--- src/monitor_pkg.sv ---
// Constants and types shared by the transceiver monitor and alarm block
//
// Function
// - Both delta-sigma outputs float (no drive) from power-up.
// - After the init delay both outputs drive the stored initial code.
// - Table codes load after temperature, and above-threshold supply if enabled.
// - One quick-trip comparator is shared, polling both loss comparisons in turn.
// - Each comparator sample sets or clears that channel's trip flag.
// - A trip flag stays set until a later sample shows it cleared.
// - A receiver trips when its power is below its low threshold.
// - Fault and loss outputs assert only for enabled conditions.
// - Either receiver trip may drive the receive loss output.
// - One converter digitizes four channels round-robin through a multiplexer.
// - Each channel adds a programmable offset; power channels scale range.
// - Received-power results right-shift up to 7 bits before compare and read.
// - A shift of n divides the result by two to the n.
// - Every result is compared to high/low alarm and warning thresholds.
// - Masks keep alarms off the fault output; flags still update.
// - Temperature is signed 16-bit; offset sums wrap between 7FFF and 8000, no clamp.
// - Supply and power are unsigned 16-bit: 0000 to FFF8.
// - Outputs enable about 20 ms after power-on reset release.
// - One full pass over four channels takes 45 ms typical, 75 max.
// - Each received-power channel has its own 3-bit shift count.
package monitor_pkg;

  // ----------------------------------------------------------------
  // Timing
  // ----------------------------------------------------------------
  localparam int CLK_HZ          = 25_000_000;
  localparam int INIT_DELAY_MS   = 20;
  localparam int INIT_CYCLES     = CLK_HZ / 1000 * INIT_DELAY_MS;
  localparam int PASS_TIME_MS    = 45;
  localparam int SLOT_CYCLES     = CLK_HZ / 1000 * PASS_TIME_MS / 4;
  localparam int QT_SAMPLE_NS    = 12_800;
  localparam int QT_CYCLES       = QT_SAMPLE_NS / 40;

  // ----------------------------------------------------------------
  // Channels and widths
  // ----------------------------------------------------------------
  localparam int NUM_CH          = 4;
  localparam int RES_W           = 16;
  localparam int SHIFT_W         = 3;
  localparam int CODE_W          = 10;
  localparam logic [RES_W-1:0] UNSIGNED_MAX = 16'hFFF8;
  localparam logic [RES_W-1:0] SIGNED_MAX   = 16'h7FFF;
  localparam logic [RES_W-1:0] SIGNED_MIN   = 16'h8000;
  localparam logic [RES_W-1:0] ZERO_RES     = 16'h0000;

  typedef enum logic [1:0] {
    CH_TEMP,
    CH_SUPPLY,
    CH_RX_ONE,
    CH_RX_TWO
  } channel_e;

  // Limits of one channel
  typedef struct packed {
    logic [RES_W-1:0] hi_alarm;
    logic [RES_W-1:0] hi_warn;
    logic [RES_W-1:0] lo_warn;
    logic [RES_W-1:0] lo_alarm;
  } limits_s;

  // Flags of one channel
  typedef struct packed {
    logic hi_alarm;
    logic hi_warn;
    logic lo_warn;
    logic lo_alarm;
  } flags_s;

endpackage

--- src/threshold_check.sv ---
// Threshold comparison of one conversion result
`timescale 1ns/100ps
module threshold_check
  import monitor_pkg::*;
(
  input  wire logic [RES_W-1:0] result,
  input  wire logic             is_signed,
  input  wire limits_s          limits,
  output flags_s                flags
);

  function automatic logic above(input logic [RES_W-1:0] a,
                                 input logic [RES_W-1:0] b,
                                 input logic             sgn);
    if (sgn)
      above = $signed(a) > $signed(b);
    else
      above = a > b;
  endfunction

  // Compare result against each threshold
  always_comb begin
    flags.hi_alarm = above(result, limits.hi_alarm, is_signed);
    flags.hi_warn  = above(result, limits.hi_warn, is_signed);
    flags.lo_warn  = above(limits.lo_warn, result, is_signed);
    flags.lo_alarm = above(limits.lo_alarm, result, is_signed);
  end

endmodule

--- src/transceiver_monitor_alarm.sv ---
// Monitor sequencing, alarm flags and output control
`timescale 1ns/100ps
module transceiver_monitor_alarm
  import monitor_pkg::*;
#(
  parameter int INIT_CNT = INIT_CYCLES,
  parameter int SLOT_CNT = SLOT_CYCLES,
  parameter int QT_CNT   = QT_CYCLES
)(
  input  wire logic                          clk,
  input  wire logic                          rst_b,
  // Converter
  output logic [1:0]                         adc_select,
  output logic                               adc_start,
  input  wire logic                          adc_done,
  input  wire logic [RES_W-1:0]              adc_raw,
  // Calibration
  input  wire logic [NUM_CH*RES_W-1:0]       ch_offset,
  input  wire logic [2*RES_W-1:0]            rx_scale,
  input  wire logic [RES_W-1:0]              supply_scale,
  input  wire logic [SHIFT_W-1:0]            rx_one_shift,
  input  wire logic [SHIFT_W-1:0]            rx_two_shift,
  // Thresholds, enables and masks
  input  wire limits_s [NUM_CH-1:0]          ch_limits,
  input  wire flags_s  [NUM_CH-1:0]          fault_enable,
  input  wire flags_s  [NUM_CH-1:0]          fault_mask,
  input  wire logic                          supply_low_enable,
  // Quick trip
  input  wire logic                          quick_trip_cmp,
  output logic                               quick_trip_sel,
  input  wire logic [1:0]                    loss_enable,
  // Delta-sigma
  input  wire logic [2*CODE_W-1:0]           init_code,
  input  wire logic [2*CODE_W-1:0]           table_code,
  output logic [2*CODE_W-1:0]                delta_sigma_code,
  output logic                               delta_sigma_out_one_oe,
  output logic                               delta_sigma_out_two_oe,
  // Results and flags
  output logic [NUM_CH*RES_W-1:0]            ch_result,
  output flags_s [NUM_CH-1:0]                ch_flags,
  output logic                               rx_one_low_power_trip,
  output logic                               rx_two_low_power_trip,
  output logic                               fault_out,
  output logic                               rx_signal_loss_out
);

  // Refuse counts too short for the synchroniser and the start pulse
  if (INIT_CNT < 1 || SLOT_CNT < 4 || QT_CNT < 4) begin
    $error("transceiver_monitor_alarm: counts too small");
  end

  // ----------------------------------------------------------------
  // Pin synchronisers
  // ----------------------------------------------------------------
  logic qt_meta_r;
  logic qt_sync_r;

  always_ff @(posedge clk) begin
    if (!rst_b) begin
      qt_meta_r <= 1'b0;
      qt_sync_r <= 1'b0;
    end else begin
      qt_meta_r <= quick_trip_cmp;
      qt_sync_r <= qt_meta_r;
    end
  end

  // ----------------------------------------------------------------
  // Power-up delay
  // ----------------------------------------------------------------
  logic [$clog2(INIT_CNT+1)-1:0] init_cnt_r;
  logic                          init_done_r;

  always_ff @(posedge clk) begin
    if (!rst_b) begin
      init_cnt_r  <= '0;
      init_done_r <= 1'b0;
    end else if (!init_done_r) begin
      if (init_cnt_r == $bits(init_cnt_r)'(INIT_CNT - 1))
        init_done_r <= 1'b1;
      init_cnt_r <= init_cnt_r + 1'b1;
    end
  end

  // ----------------------------------------------------------------
  // Round-robin converter sequence
  // ----------------------------------------------------------------
  function automatic channel_e next_channel(input channel_e ch);
    case (ch)
      CH_TEMP:   next_channel = CH_SUPPLY;
      CH_SUPPLY: next_channel = CH_RX_ONE;
      CH_RX_ONE: next_channel = CH_RX_TWO;
      CH_RX_TWO: next_channel = CH_TEMP;
      default:   next_channel = CH_TEMP;
    endcase
  endfunction

  logic [$clog2(SLOT_CNT+1)-1:0] slot_cnt_r;
  logic                          slot_end;
  channel_e                      ch_r;
  logic                          busy_r;
  logic                          conv_done;

  // Slot boundary paces the converter
  assign slot_end  = (slot_cnt_r == $bits(slot_cnt_r)'(SLOT_CNT - 1));
  // A done pulse counts only while a conversion is outstanding
  assign conv_done = busy_r && adc_done;

  always_ff @(posedge clk) begin
    if (!rst_b)
      slot_cnt_r <= '0;
    else if (slot_end)
      slot_cnt_r <= '0;
    else
      slot_cnt_r <= slot_cnt_r + 1'b1;
  end

  always_ff @(posedge clk) begin
    if (!rst_b)
      adc_start <= 1'b0;
    else
      adc_start <= slot_end && !busy_r;
  end

  always_ff @(posedge clk) begin
    if (!rst_b)
      busy_r <= 1'b0;
    else if (slot_end && !busy_r)
      busy_r <= 1'b1;
    else if (conv_done)
      busy_r <= 1'b0;
  end

  always_ff @(posedge clk) begin
    if (!rst_b)
      ch_r <= CH_TEMP;
    else if (conv_done)
      ch_r <= next_channel(ch_r);
  end

  always_ff @(posedge clk) begin
    if (!rst_b)
      adc_select <= 2'h0;
    else
      adc_select <= ch_r;
  end

  // ----------------------------------------------------------------
  // Calibration: scale, offset, right shift
  // ----------------------------------------------------------------
  function automatic logic [RES_W-1:0] sat_add(input logic [RES_W:0] s,
                                               input logic sgn);
    sat_add = s[RES_W-1:0];
    if (!sgn && s[RES_W])
      sat_add = UNSIGNED_MAX;
    if (!sgn && s[RES_W-1:0] > UNSIGNED_MAX)
      sat_add = UNSIGNED_MAX;
  endfunction

  logic [RES_W-1:0]   cal_scale;
  logic [2*RES_W-1:0] scaled;
  logic [RES_W-1:0]   scaled_hi;
  logic [RES_W-1:0]   offs;
  logic [RES_W-1:0]   cal_sum;
  logic [SHIFT_W-1:0] shift_n;
  logic [RES_W-1:0]   cal_res;
  logic               cal_signed;

  always_comb begin
    cal_signed = (ch_r == CH_TEMP);
    case (ch_r)
      CH_SUPPLY: cal_scale = supply_scale;
      CH_RX_ONE: cal_scale = rx_scale[RES_W-1:0];
      CH_RX_TWO: cal_scale = rx_scale[2*RES_W-1:RES_W];
      default:   cal_scale = 16'hFFFF;
    endcase
    case (ch_r)
      CH_RX_ONE: shift_n = rx_one_shift;
      CH_RX_TWO: shift_n = rx_two_shift;
      default:   shift_n = 3'h0;
    endcase
    scaled    = (ch_r == CH_TEMP) ? {adc_raw, 16'h0000}
                                  : adc_raw * cal_scale;
    scaled_hi = scaled[2*RES_W-1:RES_W];
    offs      = ch_offset[ch_r*RES_W +: RES_W];
    if (cal_signed)
      cal_sum = scaled_hi + offs;
    else
      cal_sum = sat_add({1'b0, scaled_hi} + {1'b0, offs}, 1'b0);
    cal_res = cal_sum >> shift_n;
  end

  // ----------------------------------------------------------------
  // Results and threshold flags
  // ----------------------------------------------------------------
  flags_s cmp_flags;

  threshold_check u_check (
    .result    (cal_res),
    .is_signed (cal_signed),
    .limits    (ch_limits[ch_r]),
    .flags     (cmp_flags)
  );

  always_ff @(posedge clk) begin
    if (!rst_b) begin
      ch_result <= '0;
      ch_flags  <= '0;
    end else if (conv_done) begin
      ch_result[ch_r*RES_W +: RES_W] <= cal_res;
      ch_flags[ch_r]                 <= cmp_flags;
    end
  end

  // Enabled, unmasked flags reach the fault output, flags themselves unmasked
  always_ff @(posedge clk) begin
    if (!rst_b)
      fault_out <= 1'b0;
    else
      fault_out <= init_done_r &&
                   |(ch_flags & fault_enable & ~fault_mask);
  end

  // ----------------------------------------------------------------
  // Shared quick-trip comparator
  // ----------------------------------------------------------------
  logic [$clog2(QT_CNT+1)-1:0] qt_cnt_r;
  logic                        qt_sample;

  // Sample instant at the end of each comparison window
  assign qt_sample = (qt_cnt_r == $bits(qt_cnt_r)'(QT_CNT - 1));

  always_ff @(posedge clk) begin
    if (!rst_b)
      qt_cnt_r <= '0;
    else if (qt_sample)
      qt_cnt_r <= '0;
    else
      qt_cnt_r <= qt_cnt_r + 1'b1;
  end

  always_ff @(posedge clk) begin
    if (!rst_b)
      quick_trip_sel <= 1'b0;
    else if (qt_sample)
      quick_trip_sel <= ~quick_trip_sel;
  end

  // Comparator high means power below the low threshold
  always_ff @(posedge clk) begin
    if (!rst_b)
      rx_one_low_power_trip <= 1'b0;
    else if (qt_sample && !quick_trip_sel)
      rx_one_low_power_trip <= qt_sync_r;
  end

  always_ff @(posedge clk) begin
    if (!rst_b)
      rx_two_low_power_trip <= 1'b0;
    else if (qt_sample && quick_trip_sel)
      rx_two_low_power_trip <= qt_sync_r;
  end

  always_ff @(posedge clk) begin
    if (!rst_b)
      rx_signal_loss_out <= 1'b0;
    else
      rx_signal_loss_out <= init_done_r &&
        ((loss_enable[0] && rx_one_low_power_trip) ||
         (loss_enable[1] && rx_two_low_power_trip));
  end

  // ----------------------------------------------------------------
  // Delta-sigma output sequencing
  // ----------------------------------------------------------------
  logic temp_seen_r;
  logic supply_ok_r;

  always_ff @(posedge clk) begin
    if (!rst_b) begin
      temp_seen_r <= 1'b0;
      supply_ok_r <= 1'b0;
    end else if (init_done_r && conv_done) begin
      if (ch_r == CH_TEMP)
        temp_seen_r <= 1'b1;
      if (ch_r == CH_SUPPLY && temp_seen_r)
        supply_ok_r <= !cmp_flags.lo_alarm;
    end
  end

  always_ff @(posedge clk) begin
    if (!rst_b) begin
      delta_sigma_out_one_oe <= 1'b0;
      delta_sigma_out_two_oe <= 1'b0;
    end else if (init_done_r) begin
      delta_sigma_out_one_oe <= 1'b1;
      delta_sigma_out_two_oe <= 1'b1;
    end
  end

  // Stored code until temperature and, if gated, supply are known good
  always_ff @(posedge clk) begin
    if (!rst_b)
      delta_sigma_code <= '0;
    else if (init_done_r && temp_seen_r &&
             (!supply_low_enable || supply_ok_r))
      delta_sigma_code <= table_code;
    else if (init_done_r)
      delta_sigma_code <= init_code;
  end

endmodule

--- config.mk ---
export PLATFORM = sky130hd
export DESIGN_NAME = transceiver_monitor_alarm
export DESIGN_NICKNAME = d
export VERILOG_FILES = /design/src/monitor_pkg.sv /design/src/threshold_check.sv /design/src/transceiver_monitor_alarm.sv
export SDC_FILE = /design/constraint.sdc
export NUM_CORES = 1
export LEC_CHECK = 0
export ABC_AREA = 1
export BUFFER_PORTS_ARGS = -buffer_cell sky130_fd_sc_hd__buf_4
export CORE_MARGIN = 2
export CORE_UTILIZATION = 38
export DETAILED_ROUTE_END_ITERATION = 6
export PLACE_DENSITY_LB_ADDON = 0.25
export SKIP_CTS_REPAIR_TIMING = 1
export SYNTH_ARGS = -nofsm -noshare
export SYNTH_HDL_FRONTEND = slang
export SYNTH_SLANG_ARGS = --single-unit
--- constraint.sdc ---
create_clock -name clk -period 14.5 [get_ports clk]
set_input_delay 0 -clock clk [delete_from_list [all_inputs] [get_ports clk]]
set_output_delay 0 -clock clk [all_outputs]
set_load 0.01 [all_outputs]
**After elaboration in Yosys (flattened, before gate mapping)**

Cells that the tools add are included.

- Word-level logic and storage cells: 119
- Register bits: 164
- Output and inout bits: 110
- Input bits: 469

- Reduce and logical (&&, ||, !) cells: 27
- Multiply operators: 1
- Magnitude comparators: 11
- Bitwise gates (word level): 5
- Shifts and indexed selects: 4
- Muxes and demuxes: 23
- Add/sub/neg operators: 6
- Equality and inequality tests: 6

Operators by type and width:

| cell | count |
|---|---|
| $bmux W64 S2 | 1 |
| $gt A16 B16 Y1 | 8 |
| $bwmux W64 | 1 |
| $mux W64 | 1 |
| $shift A16 B34 Y64 const A | 1 |
| $shiftx A16 B34 Y64 | 1 |
| $shiftx A64 B7 Y16 | 1 |
| $mux W16 | 3 |
| $pmux W16 S3 | 1 |
| $mux W20 | 2 |
| $add A19 B1 Y19 const B | 2 |
| $eq A19 B19 Y1 const B | 2 |
| $neg A6 Y34 | 1 |
| $and A16 B16 Y16 | 2 |
| $mul A16 B16 Y32 | 1 |
| $mux W32 | 1 |
| $add A16 B16 Y17 | 1 |
| $add A16 B16 Y16 | 1 |
| $bwmux W16 | 1 |
| $gt A16 B16 Y1 const B | 1 |
| $not A16 Y16 | 1 |
| $reduce_or A16 Y1 | 1 |
| $shr A16 B3 Y16 | 1 |
| $logic_and A1 B1 Y1 | 13 |
| 18 further kinds | 34 |

**Depth between registers and ports, before layout**

Gate-level depths: netlist of the first run.

- Depth in word-level cells: 12
- Mapped depth: 70
- Depth with buffers taken out: 66

**By module**

From an unflattened synthesis of the first run, not the netlist that was laid out.

- Cells, all modules: 3170
- Area total of the unflattened synthesis: 21170.3 um2

By module, submodules not included:

| module | sequential area each (um2) | instances | cells an instance | area each (um2) |
|---|---|---|---|---|
| transceiver_monitor_alarm | 3283.1 | 1 | 2885 | 19434.9 |
| threshold_check | 0.0 | 1 | 285 | 1735.4 |

**Worst setup path after synthesis of the first run**

Ideal clock, no wire load.

- Kind: reg2reg
- From: register ch_r[0]
- To: register ch_flags[7] in the netlist's numbering
- Slack: 3.386 ns
- Stages on the path, launching flop included: 65
- Required time: 14.366 ns
- Library setup time: 0.134 ns
- Arrival time: 10.980 ns
- Period minus slack after synthesis: 11.114 ns
- Buffers on the path: 6
- Cells stage by stage: dfxtp_1 > inv_1 > clkbuf_1 > buf_1 > clkbuf_1 > ha_1 > clkbuf_1 > clkbuf_1 > a22o_1 > nor2_1 > inv_1 > clkbuf_1 > nand2_1 > fa_1 > inv_1 > fa_1 > inv_1 > fa_1 > (+29 left out) > nand2_4 > nand3_1 > nand2_1 > nand2_1 > nor2_1 > a31oi_1 > or2_2 > o21ai_1 > inv_1 > ha_1 > a21oi_1 > nor2_1 > a211oi_1 > o21ai_0 > a2111oi_0 > nand3_1 > nand3_2 > a21oi_1

- Longest elaborated chain between the ends: 12
- Elaborated cells on any way between the ends: 27
- Classes of those cells: 2 x add/sub; 1 x mul; 5 x order compare; 3 x eq/ne; 2 x shift; 12 x mux; 2 x reduce/logical

RTL lines:

| element | RTL line | RTL |
|---|---|---|
| from (decl) | transceiver_monitor_alarm.sv:100 | `channel_e ch_r;` |
| from (signal assigned) | transceiver_monitor_alarm.sv:138 | `ch_r <= next_channel(ch_r);` |
| $eq A2 B2 Y1 or $eq A2 B1 Y1 (tied branches) | transceiver_monitor_alarm.sv:171, transceiver_monitor_alarm.sv:177 |  |
| $pmux W16 S3 | transceiver_monitor_alarm.sv:171 | `case (ch_r)` |
| $mul A16 B16 Y32 | transceiver_monitor_alarm.sv:183 | `: adc_raw * cal_scale;` |
| $mux W32 | transceiver_monitor_alarm.sv:182 | `scaled = (ch_r == CH_TEMP) ? {adc_raw, 16'h0000}` |
| $add A16 B16 Y17 | transceiver_monitor_alarm.sv:189 | `cal_sum = sat_add({1'b0, scaled_hi} + {1'b0, offs}, 1'b0);` |
| $gt A16 B16 Y1 or $mux W16 (tied branches) | transceiver_monitor_alarm.sv:156, transceiver_monitor_alarm.sv:154 |  |
| $mux W16 | transceiver_monitor_alarm.sv:156 | `if (!sgn && s[RES_W-1:0] > UNSIGNED_MAX)` |
| $mux W16 | transceiver_monitor_alarm.sv:186 | `if (cal_signed)` |
| $shr A16 B3 Y16 | transceiver_monitor_alarm.sv:190 | `cal_res = cal_sum >> shift_n;` |
| $gt A16 B16 Y1, on equally long branches | threshold_check.sv:18, threshold_check.sv:16 |  |
| $mux W1 | threshold_check.sv:15 | `if (sgn)` |
| $bwmux W16 * | transceiver_monitor_alarm.sv:211 | `ch_flags[ch_r] <= cmp_flags;` |
| to (signal, indexed assignment) | transceiver_monitor_alarm.sv:211 |  |
| to (decl) | transceiver_monitor_alarm.sv:40 | `output flags_s [NUM_CH-1:0] ch_flags,` |

Mark *: on every way between the ends. The rest lies on a longest branch, timed or not. The select of a mux whose other input is x is not followed.
A chain may end at the register's enable or synchronous reset.

**Final worst setup path of the first run**

Same ends and word-level chain as after synthesis.

==> results of run 1 <==
==> state kept, by name, indices dropped and copies added (netlist names), 2 cells and up <==
| signal | flops |
|---|---|
| delta_sigma_code | 20 |
| init_cnt_r | 19 |
| adc_select | 2 |
| ch_result | 64 |
| qt_cnt_r | 9 |
| slot_cnt_r | 19 |
| ch_r | 2 |
| ch_flags | 16 |
==> where the power goes <==
part,internal (W),switching [W],total [W]
clock network,0.000230,0.000223,0.000453
registers,0.000452,0.00000178,0.000454
logic,0.00139,0.00207,0.00345
==> area by class of cell <==
type,instances,area [µm²],area share [%]
multi-input combinational,2235,15000,56.7
timing repair buffer,644,4930,18.7
sequential,164,3290,12.4
inverter,462,1740,6.60
tap,696,871,3.30
clock buffer,17,425,1.61
clock inverter,14,156,0.592
antenna,7,17.5,0.0663
==> path summary, 6_finish.rpt <==
path / startpoint / endpoint / cells after the start
min: init_code[16] / delta_sigma_code[16] / 5
max reg2reg: ch_r[0] / ch_flags[7] / 53
min reg2reg: qt_meta_r / qt_sync_r / 2
max: ch_r[0] / ch_flags[7] / 53
==> layout by cell type (no fill, tap or decap), drive strengths merged, types with 41 or more instances in the layout <==
master and instances:
dfxtp 164, nand3 111, inv 460, o22ai 60
nor3 41, a21oi 199, fa 194, o21ai 162
buf 604, ha 186, nor2 345, nand2 725
==> logic make-up after synthesis <==
group / Yosys count / synth area share (%)
simple gates: 1288 / 25.9
flops: 164 / 16.0
mux: 3 / 0.146
compound gates: 548 / 16.0
fa+ha+maj: 380 / 30.3
xor+xnor: 16 / 0.683
buf+inv: 596 / 11.0
==> layer usage <==
| metal | vias up | share of wire, % | GRT usage [%] |
|---|---|---|---|
| met2 | 943 | 46 | 47.5 |
| met4 | 8 | 3.6 | 10.4 |
| met1 | 10400 | 42 | 36.7 |
| met5 | - | 0.066 | 0 |
| li1 | 10700 | - | - |
| met3 | 153 | 8.4 | 6.38 |
==> Yosys cell counts (3+ instances only) <==
cell        n  area [µm²]
nor2_2      4        25.0
nor3_1     41         205
fa_1      194        3880
nand2_2     8        50.1
dfxtp_1   164        3280
a32o_1     33         330
nand3_2     8        80.1
xnor2_1     9        78.8
o211ai_1   23         173
o21ai_1     7        35.0
nor2_1    341        1280
inv_2       4        15.0
nor3b_1    12        90.1
nand3b_1    6        45.0
ha_1      186        2330
clkinv_1   11        41.3
o21ai_0   151         756
or2_2      12        75.1
a21oi_2     4        35.0
nand3_1   102         510
a31oi_1    14        87.6
a22o_1     15         131
a22oi_1     3        22.5
clkbuf_1  114         428
o21a_1      3        22.5
nor4_1      8        50.1
xor2_1      7        61.3
nand4_1    22         138
o21ai_2     4        35.0
a21oi_1   195         976
nand2_1   716        2690
o22ai_1    59         369
buf_1      17        63.8
inv_1     446        1670
mux2i_1     3        30.0
o21bai_1    5        37.5
a211oi_1   11        82.6
o21bai_2    4        45.0
==> metrics by stage <==
| step | worst slack [ps] | hold slack [ps] | instance area (µm²) | util, % |
|---|---|---|---|---|
| global route | 493 | 0.604 | 26400 | 49.3 |
| finish | 1570 | -42.7 | 26400 | 49.3 |
| CTS | 1740 | -289 | 26000 | 48.5 |
| floorplan | 3390 | 97.6 | 20500 | - |
| global placement | 2110 | 183 | 25400 | 47.4 |
| detailed placement | 1790 | 188 | 25400 | 47.4 |
==> critical path: cells and delay by family, from the launching register on <==
kind / cells / cell delay (ps)
flops: 1 / 750
fa+ha+maj: 10 / 4640
compound gates: 12 / 3000
simple gates: 23 / 2920
buf+inv: 7 / 1250
xor+xnor: 1 / 200
==> out/metrics.yaml, run 1 <==
yosys:
  synth_ff_type: "dfxtp_1"
  ys_ff_latch: 164
  syn_area_um2: 20500
  synth.net_count: 3844
  synth_cells: 2995
  ys_types: 59
  syn_area_per_cell_um2: 6.85
  synth_edf_count: 0
  yosysWarnings: 0
  seq_area_frac_synth_pct: 16.0
  synthArstFlopShare_pct: 0
cts:
  clkLatencyLatePin_ps: 450
  cts_sinks: 164
  cts_made_buffers: 17
  htreeDepth: 4
  cts_tree: "done"
  cts_buffer_depth: 2
  clkTransAtPathRegs_ps: 70
  clock-root-buffer: "clkbuf_16"
sta:
  tightest_slew_ps: 1120
  finalSetupTns_ps: 0
  max_freq_mhz: 77.4
  grt_setup_unrepaired: "no"
  setup_viol: 0
  min_period_ps: 12930
  fin_skew_ps: 14.4
  finalHoldViolCount: 3
  fin_crit_sh_pct: 89.2
  whs_ps: -42.7
  relSlewSlack_pct: 25.0
  drv_slew: 0
global_route:
  grt_max_degree: 79
  grt_pass1_vias: 21500
  grt.overflow.total: 0
  grt_pass1_wl_um: 123000
  grtUsageTotal_pct: 28.7
  antenna_found_initial: 14
routing:
  drc: 0
  wl_per_cell_um: 19.3
  routed_wl_um: 81600
  vias: 22200
  initialDrtViolationCount: 1553
  ant_nets: 0
  via_per_inst: 5.24
  dr.pass1.iters: 6
cells_and_area:
  drive_above_1_share_pct: 19.7
  syn2layout_area_growth_pct: 28.8
  nNetsFinal: 4373
  fillers: 5478
  final_cells: 4239
floorplan:
  ioPinCount: 579
  fp.coreArea_um2: 53600
  dieHeight_um: 236
  num_rows: 85
  die_width_um: 236
  die_area_um2: 55800
  start_util_pct: 38.3
critical_path:
  cp_slowest_cell: "dfxtp_4"
  path_class: "register to register"
  crit_path_max_incr_delay_ps: 750
  end_kind: "register"
  path_common_cell: "nand2_1"
  crit_arrival_ps: 13250
  critPathRequiredTime_ps: 14820
  cp-start-kind: "register"
  critical_path.max_fanout: 56
  r2r_slack_ps: 1570
run_status:
  violations: "hold timing"
  outcome: "finished with violations"
place:
  portBuffers: 578
  dp_hpwl_um: 65800
  dp_cells: 4161
  gp_congestion: 0.940
power_and_ir_drop:
  p_per_area_nw_per_um2: 165
  total_power_w: 0.00436
  peakVddDrop_mv: 0.346
  p_leak_nw: 13.3
hold_path:
  hold_path_class: "primary input to register"
job:
  cap_violations: 0
No activity file was read; power rests on OpenSTA's default activity.
==> run 2, diff against run 1 <==
--- a/config.mk
+++ b/config.mk
@@ -9,6 +9,7 @@
 export BUFFER_PORTS_ARGS = -buffer_cell sky130_fd_sc_hd__buf_4
 export CORE_MARGIN = 2
 export CORE_UTILIZATION = 38
+export CTS_BUF_LIST = sky130_fd_sc_hd__clkbuf_2
 export DETAILED_ROUTE_END_ITERATION = 6
 export PLACE_DENSITY_LB_ADDON = 0.25
 export SKIP_CTS_REPAIR_TIMING = 1
==> run 2 against run 1 <==
Net effect:
- the run now ends clean
- setup slack lost 48 ps
- worst hold slack better by 75 ps
- design area is 0.41% higher
- largest cell class unchanged
- count of clock-buffer cells in the layout did not move
==> out/metrics.yaml, run 2 (same netlist as run 1, synthesis figures left out) <==
job:
  cap_violations: 0
sta:
  finalSetupTns_ps: 0
  fin_skew_ps: 60.7
  fin_crit_sh_pct: 89.5
  max_freq_mhz: 77.1
  whs_ps: 32.7
  tightest_slew_ps: 1120
  grt_setup_unrepaired: "no"
  min_period_ps: 12980
  finalHoldViolCount: 0
  drv_slew: 0
  relSlewSlack_pct: 24.9
  setup_viol: 0
routing:
  vias: 22400
  routed_wl_um: 82600
  drc: 0
  ant_nets: 0
  wl_per_cell_um: 19.3
  initialDrtViolationCount: 1593
  via_per_inst: 5.24
  dr.pass1.iters: 5
global_route:
  met3_usage_pct: 6.52
  grt_pass1_wl_um: 122000
  grt_max_degree: 79
  grt_pass1_vias: 21400
  met2_usage_pct: 47.1
  grt.overflow.total: 0
  grt_util_met1_pct: 36.6
  grtUsageTotal_pct: 28.6
  antenna_found_initial: 15
  busiest_layer: "met2"
cells_and_area:
  multi_input_area_um2: 15000
  final-seq-area_um2: 3290
  syn2layout_area_growth_pct: 29.3
  fin_util_pct: 49.5
  final_cell_area_um2: 26500
  mostFrequentLayoutCell: "nand2_1"
  fillers: 5457
  drive_above_1_share_pct: 19.4
  nNetsFinal: 4417
  layout_common_cells: "nand2_1 (716), buf_4 (604), inv_1 (444), nor2_1 (341), a21oi_1 (195)"
  top_regs: "ch_result x64, delta_sigma_code x20"
  regMostFlops: "ch_result"
  final_cells: 4286
  largest_reg_flops: 64
cts:
  clkTransAtPathRegs_ps: 270
  cts_buffer_depth: 2
  clkLatencyLatePin_ps: 860
  cts_sinks: 164
  cts_made_buffers: 17
  cts_tree: "done"
  htreeDepth: 4
  clock-root-buffer: "clkbuf_2"
critical_path:
  crit_path_max_incr_delay_ps: 810
  r2r_slack_ps: 1520
  reg2reg_depth: 54
  cp_slowest_cell: "dfxtp_4"
  timing.rr.start: "ch_r[0]"
  critPathRequiredTime_ps: 15260
  r2r-end: "ch_flags[7]"
  path_common_cell: "nand2_1"
  end_kind: "register"
  cp-start-kind: "register"
  path_class: "register to register"
  critical_path.max_fanout: 56
  crit_arrival_ps: 13730
hold_path:
  hold_depth: 7
  min_to: "ch_flags[10]"
  hold_path_class: "primary input to register"
  min_from: "ch_limits[161]"
place:
  dpl_cell_area_um2: 25400
  gp_congestion: 0.940
  portBuffers: 578
  dp_hpwl_um: 65800
  dp_cells: 4161
power_and_ir_drop:
  p_per_area_nw_per_um2: 157
  p_leak_nw: 13.3
  peakVddDrop_mv: 0.340
floorplan:
  ioPinCount: 579
  start_util_pct: 38.3
  num_rows: 85
  fp.coreArea_um2: 53600
  die_width_um: 236
  die_area_um2: 55800
  dieHeight_um: 236
run_status:
  outcome: "complete, no violations"
## run 2: area by class of cell
type                            instances  area share (%)
Timing Repair Buffer                  688            20.3
Antenna cell                           10          0.0943
Clock buffer                           17           0.321
Tap cell                              696            3.28
Sequential cell                       164            12.4
Clock inverter                         14           0.590
Inverter                              462            6.57
Multi-Input combinational cell       2235            56.5
## run 2: through the flow
| stage | power [W] | worst slack (ps) |
|---|---|---|
| 3_5_place_dp | 0.00386 | 1790 |
| 2_1_floorplan | 0.00305 | 3390 |
| 5_1_grt | 0.00474 | 473 |
| 3_3_place_gp | 0.00385 | 2110 |
| 4_1_cts | 0.00414 | 1720 |
| 6_report | 0.00416 | 1520 |
## run 2: how the worst max path moves through the flow
stage / startpoint / to / cells after the start
2_1_floorplan: ch_r[0] / ch_flags[7] / 64
3_5_place_dp: ch_r[0] / ch_flags[3] / 56
5_1_grt: ch_r[0] / ch_flags[7] / 54
6_report: ch_r[0] / ch_flags[7] / 54
4_1_cts: ch_r[0] / ch_flags[7] / 57
3_3_place_gp: ch_r[0] / ch_flags[3] / 56
## run 2: layer usage
layer  part of all wire, %  wire, µm
met4                   4.2      3470
met2                    46     38000
met5                 0.016        13
met3                   8.5      7050
met1                    41     34100
## run 2: worst max-delay path, delay by kind of cell (launching register included)
family | cells | cell delay (ps)
compound gates | 12 | 3050
xor+xnor | 1 | 200
fa+ha+maj | 10 | 4640
buf+inv | 7 | 1290
flops | 1 | 810
simple gates | 24 | 2890
## run 2: report_power, final
part | total (W) | switching [W] | internal [W]
registers | 0.000457 | 0.00000177 | 0.000455
clock network | 0.000258 | 0.000200 | 0.0000571
logic | 0.00345 | 0.00206 | 0.00139
==> run 3, diff against run 2 <==
--- a/config.mk
+++ b/config.mk
@@ -6,6 +6,7 @@
 export NUM_CORES = 1
 export LEC_CHECK = 0
 export ABC_AREA = 1
+export ABC_CLOCK_PERIOD_IN_PS = 13900
 export BUFFER_PORTS_ARGS = -buffer_cell sky130_fd_sc_hd__buf_4
 export CORE_MARGIN = 2
 export CORE_UTILIZATION = 38
@@ -16,3 +17,4 @@
 export SYNTH_ARGS = -nofsm -noshare
 export SYNTH_HDL_FRONTEND = slang
 export SYNTH_SLANG_ARGS = --single-unit
+export TNS_END_PERCENT = 10
==> constraint.sdc (replaced) <==
create_clock -name clk -period 13.9 [get_ports clk]
set_input_delay 0 -clock clk [delete_from_list [all_inputs] [get_ports clk]]
set_output_delay 0 -clock clk [all_outputs]
set_load 0.01 [all_outputs]
==> run 3 against run 2 <==
Net effect:
- the flow now finishes with violations (hold timing)
- first-iteration DRC count up 21%
- sequential power grew 4%
- via count decreased by 0.45%
- critical path depth rose by 1
- design area shrank 0.18%
- fmax grew 3.2%
- worst hold slack lost 43 ps
- utilization shrank 0.089 points
- clock power grew 6%
- combinational power is 5% higher
- total power up 4.8%
- largest cell class unchanged
- global-route usage is 0.16 points lower
==> out/metrics.yaml, run 3 (same netlist as run 1, synthesis figures left out) <==
run_status:
  outcome: "finished with violations"
  violations: "hold timing"
place:
  dp_hpwl_um: 66000
  portBuffers: 578
  gp_congestion: 0.946
critical_path:
  path_class: "register to register"
  end_kind: "register"
  crit_path_max_incr_delay_ps: 690
  path_common_cell: "nand2_1"
  cp-start-kind: "register"
  critical_path.max_fanout: 46
  critPathRequiredTime_ps: 14660
  crit_arrival_ps: 13330
  cp_slowest_cell: "dfxtp_4"
cells_and_area:
  drive_above_1_share_pct: 19.5
  syn2layout_area_growth_pct: 29.1
  largest_reg_flops: 64
  top_regs: "ch_result x64, delta_sigma_code x20"
  layout_common_cells: "nand2_1 (716), buf_4 (602), inv_1 (444), nor2_1 (339), a21oi_1 (195)"
  fin_util_pct: 49.4
  regMostFlops: "ch_result"
  fillers: 5454
  nNetsFinal: 4411
  final-seq-area_um2: 3290
  multi_input_area_um2: 15000
  mostFrequentLayoutCell: "nand2_1"
sta:
  setup_viol: 0
  finalHoldViolCount: 2
  grt_setup_unrepaired: "no"
  relSlewSlack_pct: 22.5
  fin_skew_ps: 40.3
  tightest_slew_ps: 1160
  max_freq_mhz: 79.6
  finalSetupTns_ps: 0
  min_period_ps: 12570
  whs_ps: -9.88
  fin_crit_sh_pct: 90.4
  drv_slew: 0
global_route:
  grt_max_degree: 72
  antenna_found_initial: 10
  grtUsageTotal_pct: 28.5
  grt.overflow.total: 0
  grt_pass1_wl_um: 123000
  grt_pass1_vias: 21000
power_and_ir_drop:
  p_leak_nw: 13.2
  peakVddDrop_mv: 0.320
  p_per_area_nw_per_um2: 165
cts:
  cts_buffer_depth: 2
  clock-root-buffer: "clkbuf_2"
  cts_sinks: 164
  cts_tree: "done"
  htreeDepth: 4
  clkLatencyLatePin_ps: 840
  cts_made_buffers: 17
  clkTransAtPathRegs_ps: 260
routing:
  via_per_inst: 5.22
  drc: 0
  vias: 22300
  ant_nets: 0
  routed_wl_um: 82400
  dr.pass1.iters: 6
  initialDrtViolationCount: 1925
  wl_per_cell_um: 19.3
floorplan:
  fp.coreArea_um2: 53600
  die_width_um: 236
  start_util_pct: 38.3
  die_area_um2: 55800
  ioPinCount: 579
  dieHeight_um: 236
  num_rows: 85
job:
  cap_violations: 0
hold_path:
  hold_path_class: "primary input to register"
[run 3: cell count changes in the layout (fill, tap and decap cells not counted), moves of 2 or more]
cell	before	now
clkinv_8	3	0
clkinv_2	0	2
inv_8	5	1
dlygate4sd3_1	84	79
clkinvlp_4	1	5
bufinv_16	0	2
diode_2	10	8
nor2_1	341	339
nor2_2	4	6
buf_4	604	602
[run 3: path summary, 6_finish.rpt]
path | startpoint | endpoint | slack, ps | cells past startpoint
max | ch_r[0] | ch_flags[7] | 1330 | 55
min | rx_one_shift[2] | ch_result[12] | -10 | 7
max reg2reg | ch_r[0] | ch_flags[7] | 1330 | 55
min reg2reg | qt_meta_r | qt_sync_r | 470 | 2
[run 3: per-layer routing]
metal | part of all wire, % | track usage (%) | vias to the layer above | wire [µm]
li1 | - | - | 10800 | -
met1 | 43 | 37.9 | 10500 | 35200
met2 | 47 | 47.2 | 945 | 38400
met3 | 7.6 | 4.87 | 128 | 6250
met4 | 3.2 | 8.52 | 4 | 2630
met5 | 0.032 | 0 | - | 26
[run 3: final cells by class]
type	count	share of cell area, %
multi-input combinational	2235	56.6
timing repair buffer	682	20.1
sequential	164	12.4
inverter	462	6.59
tap	696	3.29
clock inverter	14	0.581
clock buffer	17	0.321
antenna	8	0.0756
[run 3: critical path, delay by kind of cell (launching register included)]
family | cells | cell delay (ps)
and+or+nand+nor | 25 | 3230
xor gates and xnor gates | 1 | 170
adders and majority gates | 10 | 4660
DFF | 1 | 690
AOI/OAI and AO/OA | 13 | 2630
buffers and inverters | 6 | 1120
[run 3: through the flow]
stage               total power (W)  cell area (µm²)  std cells  setup WS, ps
floorplan                   0.00318            20500       2995          2790
global placement            0.00405            25400       4159          1380
detailed placement          0.00404            25400       4159          1150
CTS                         0.00434            25600       4190          1100
global route                0.00497            26500       4275          61.3
finish                      0.00436            26500       4278          1330
[run 3: power by group]
| part | internal (W) | switching (W) |
|---|---|---|
| Clock | 0.0000836 | 0.000191 |
| Sequential | 0.000474 | 0.00000198 |
| Combinational | 0.00146 | 0.00215 |
| Total | 0.00202 | 0.00234 |
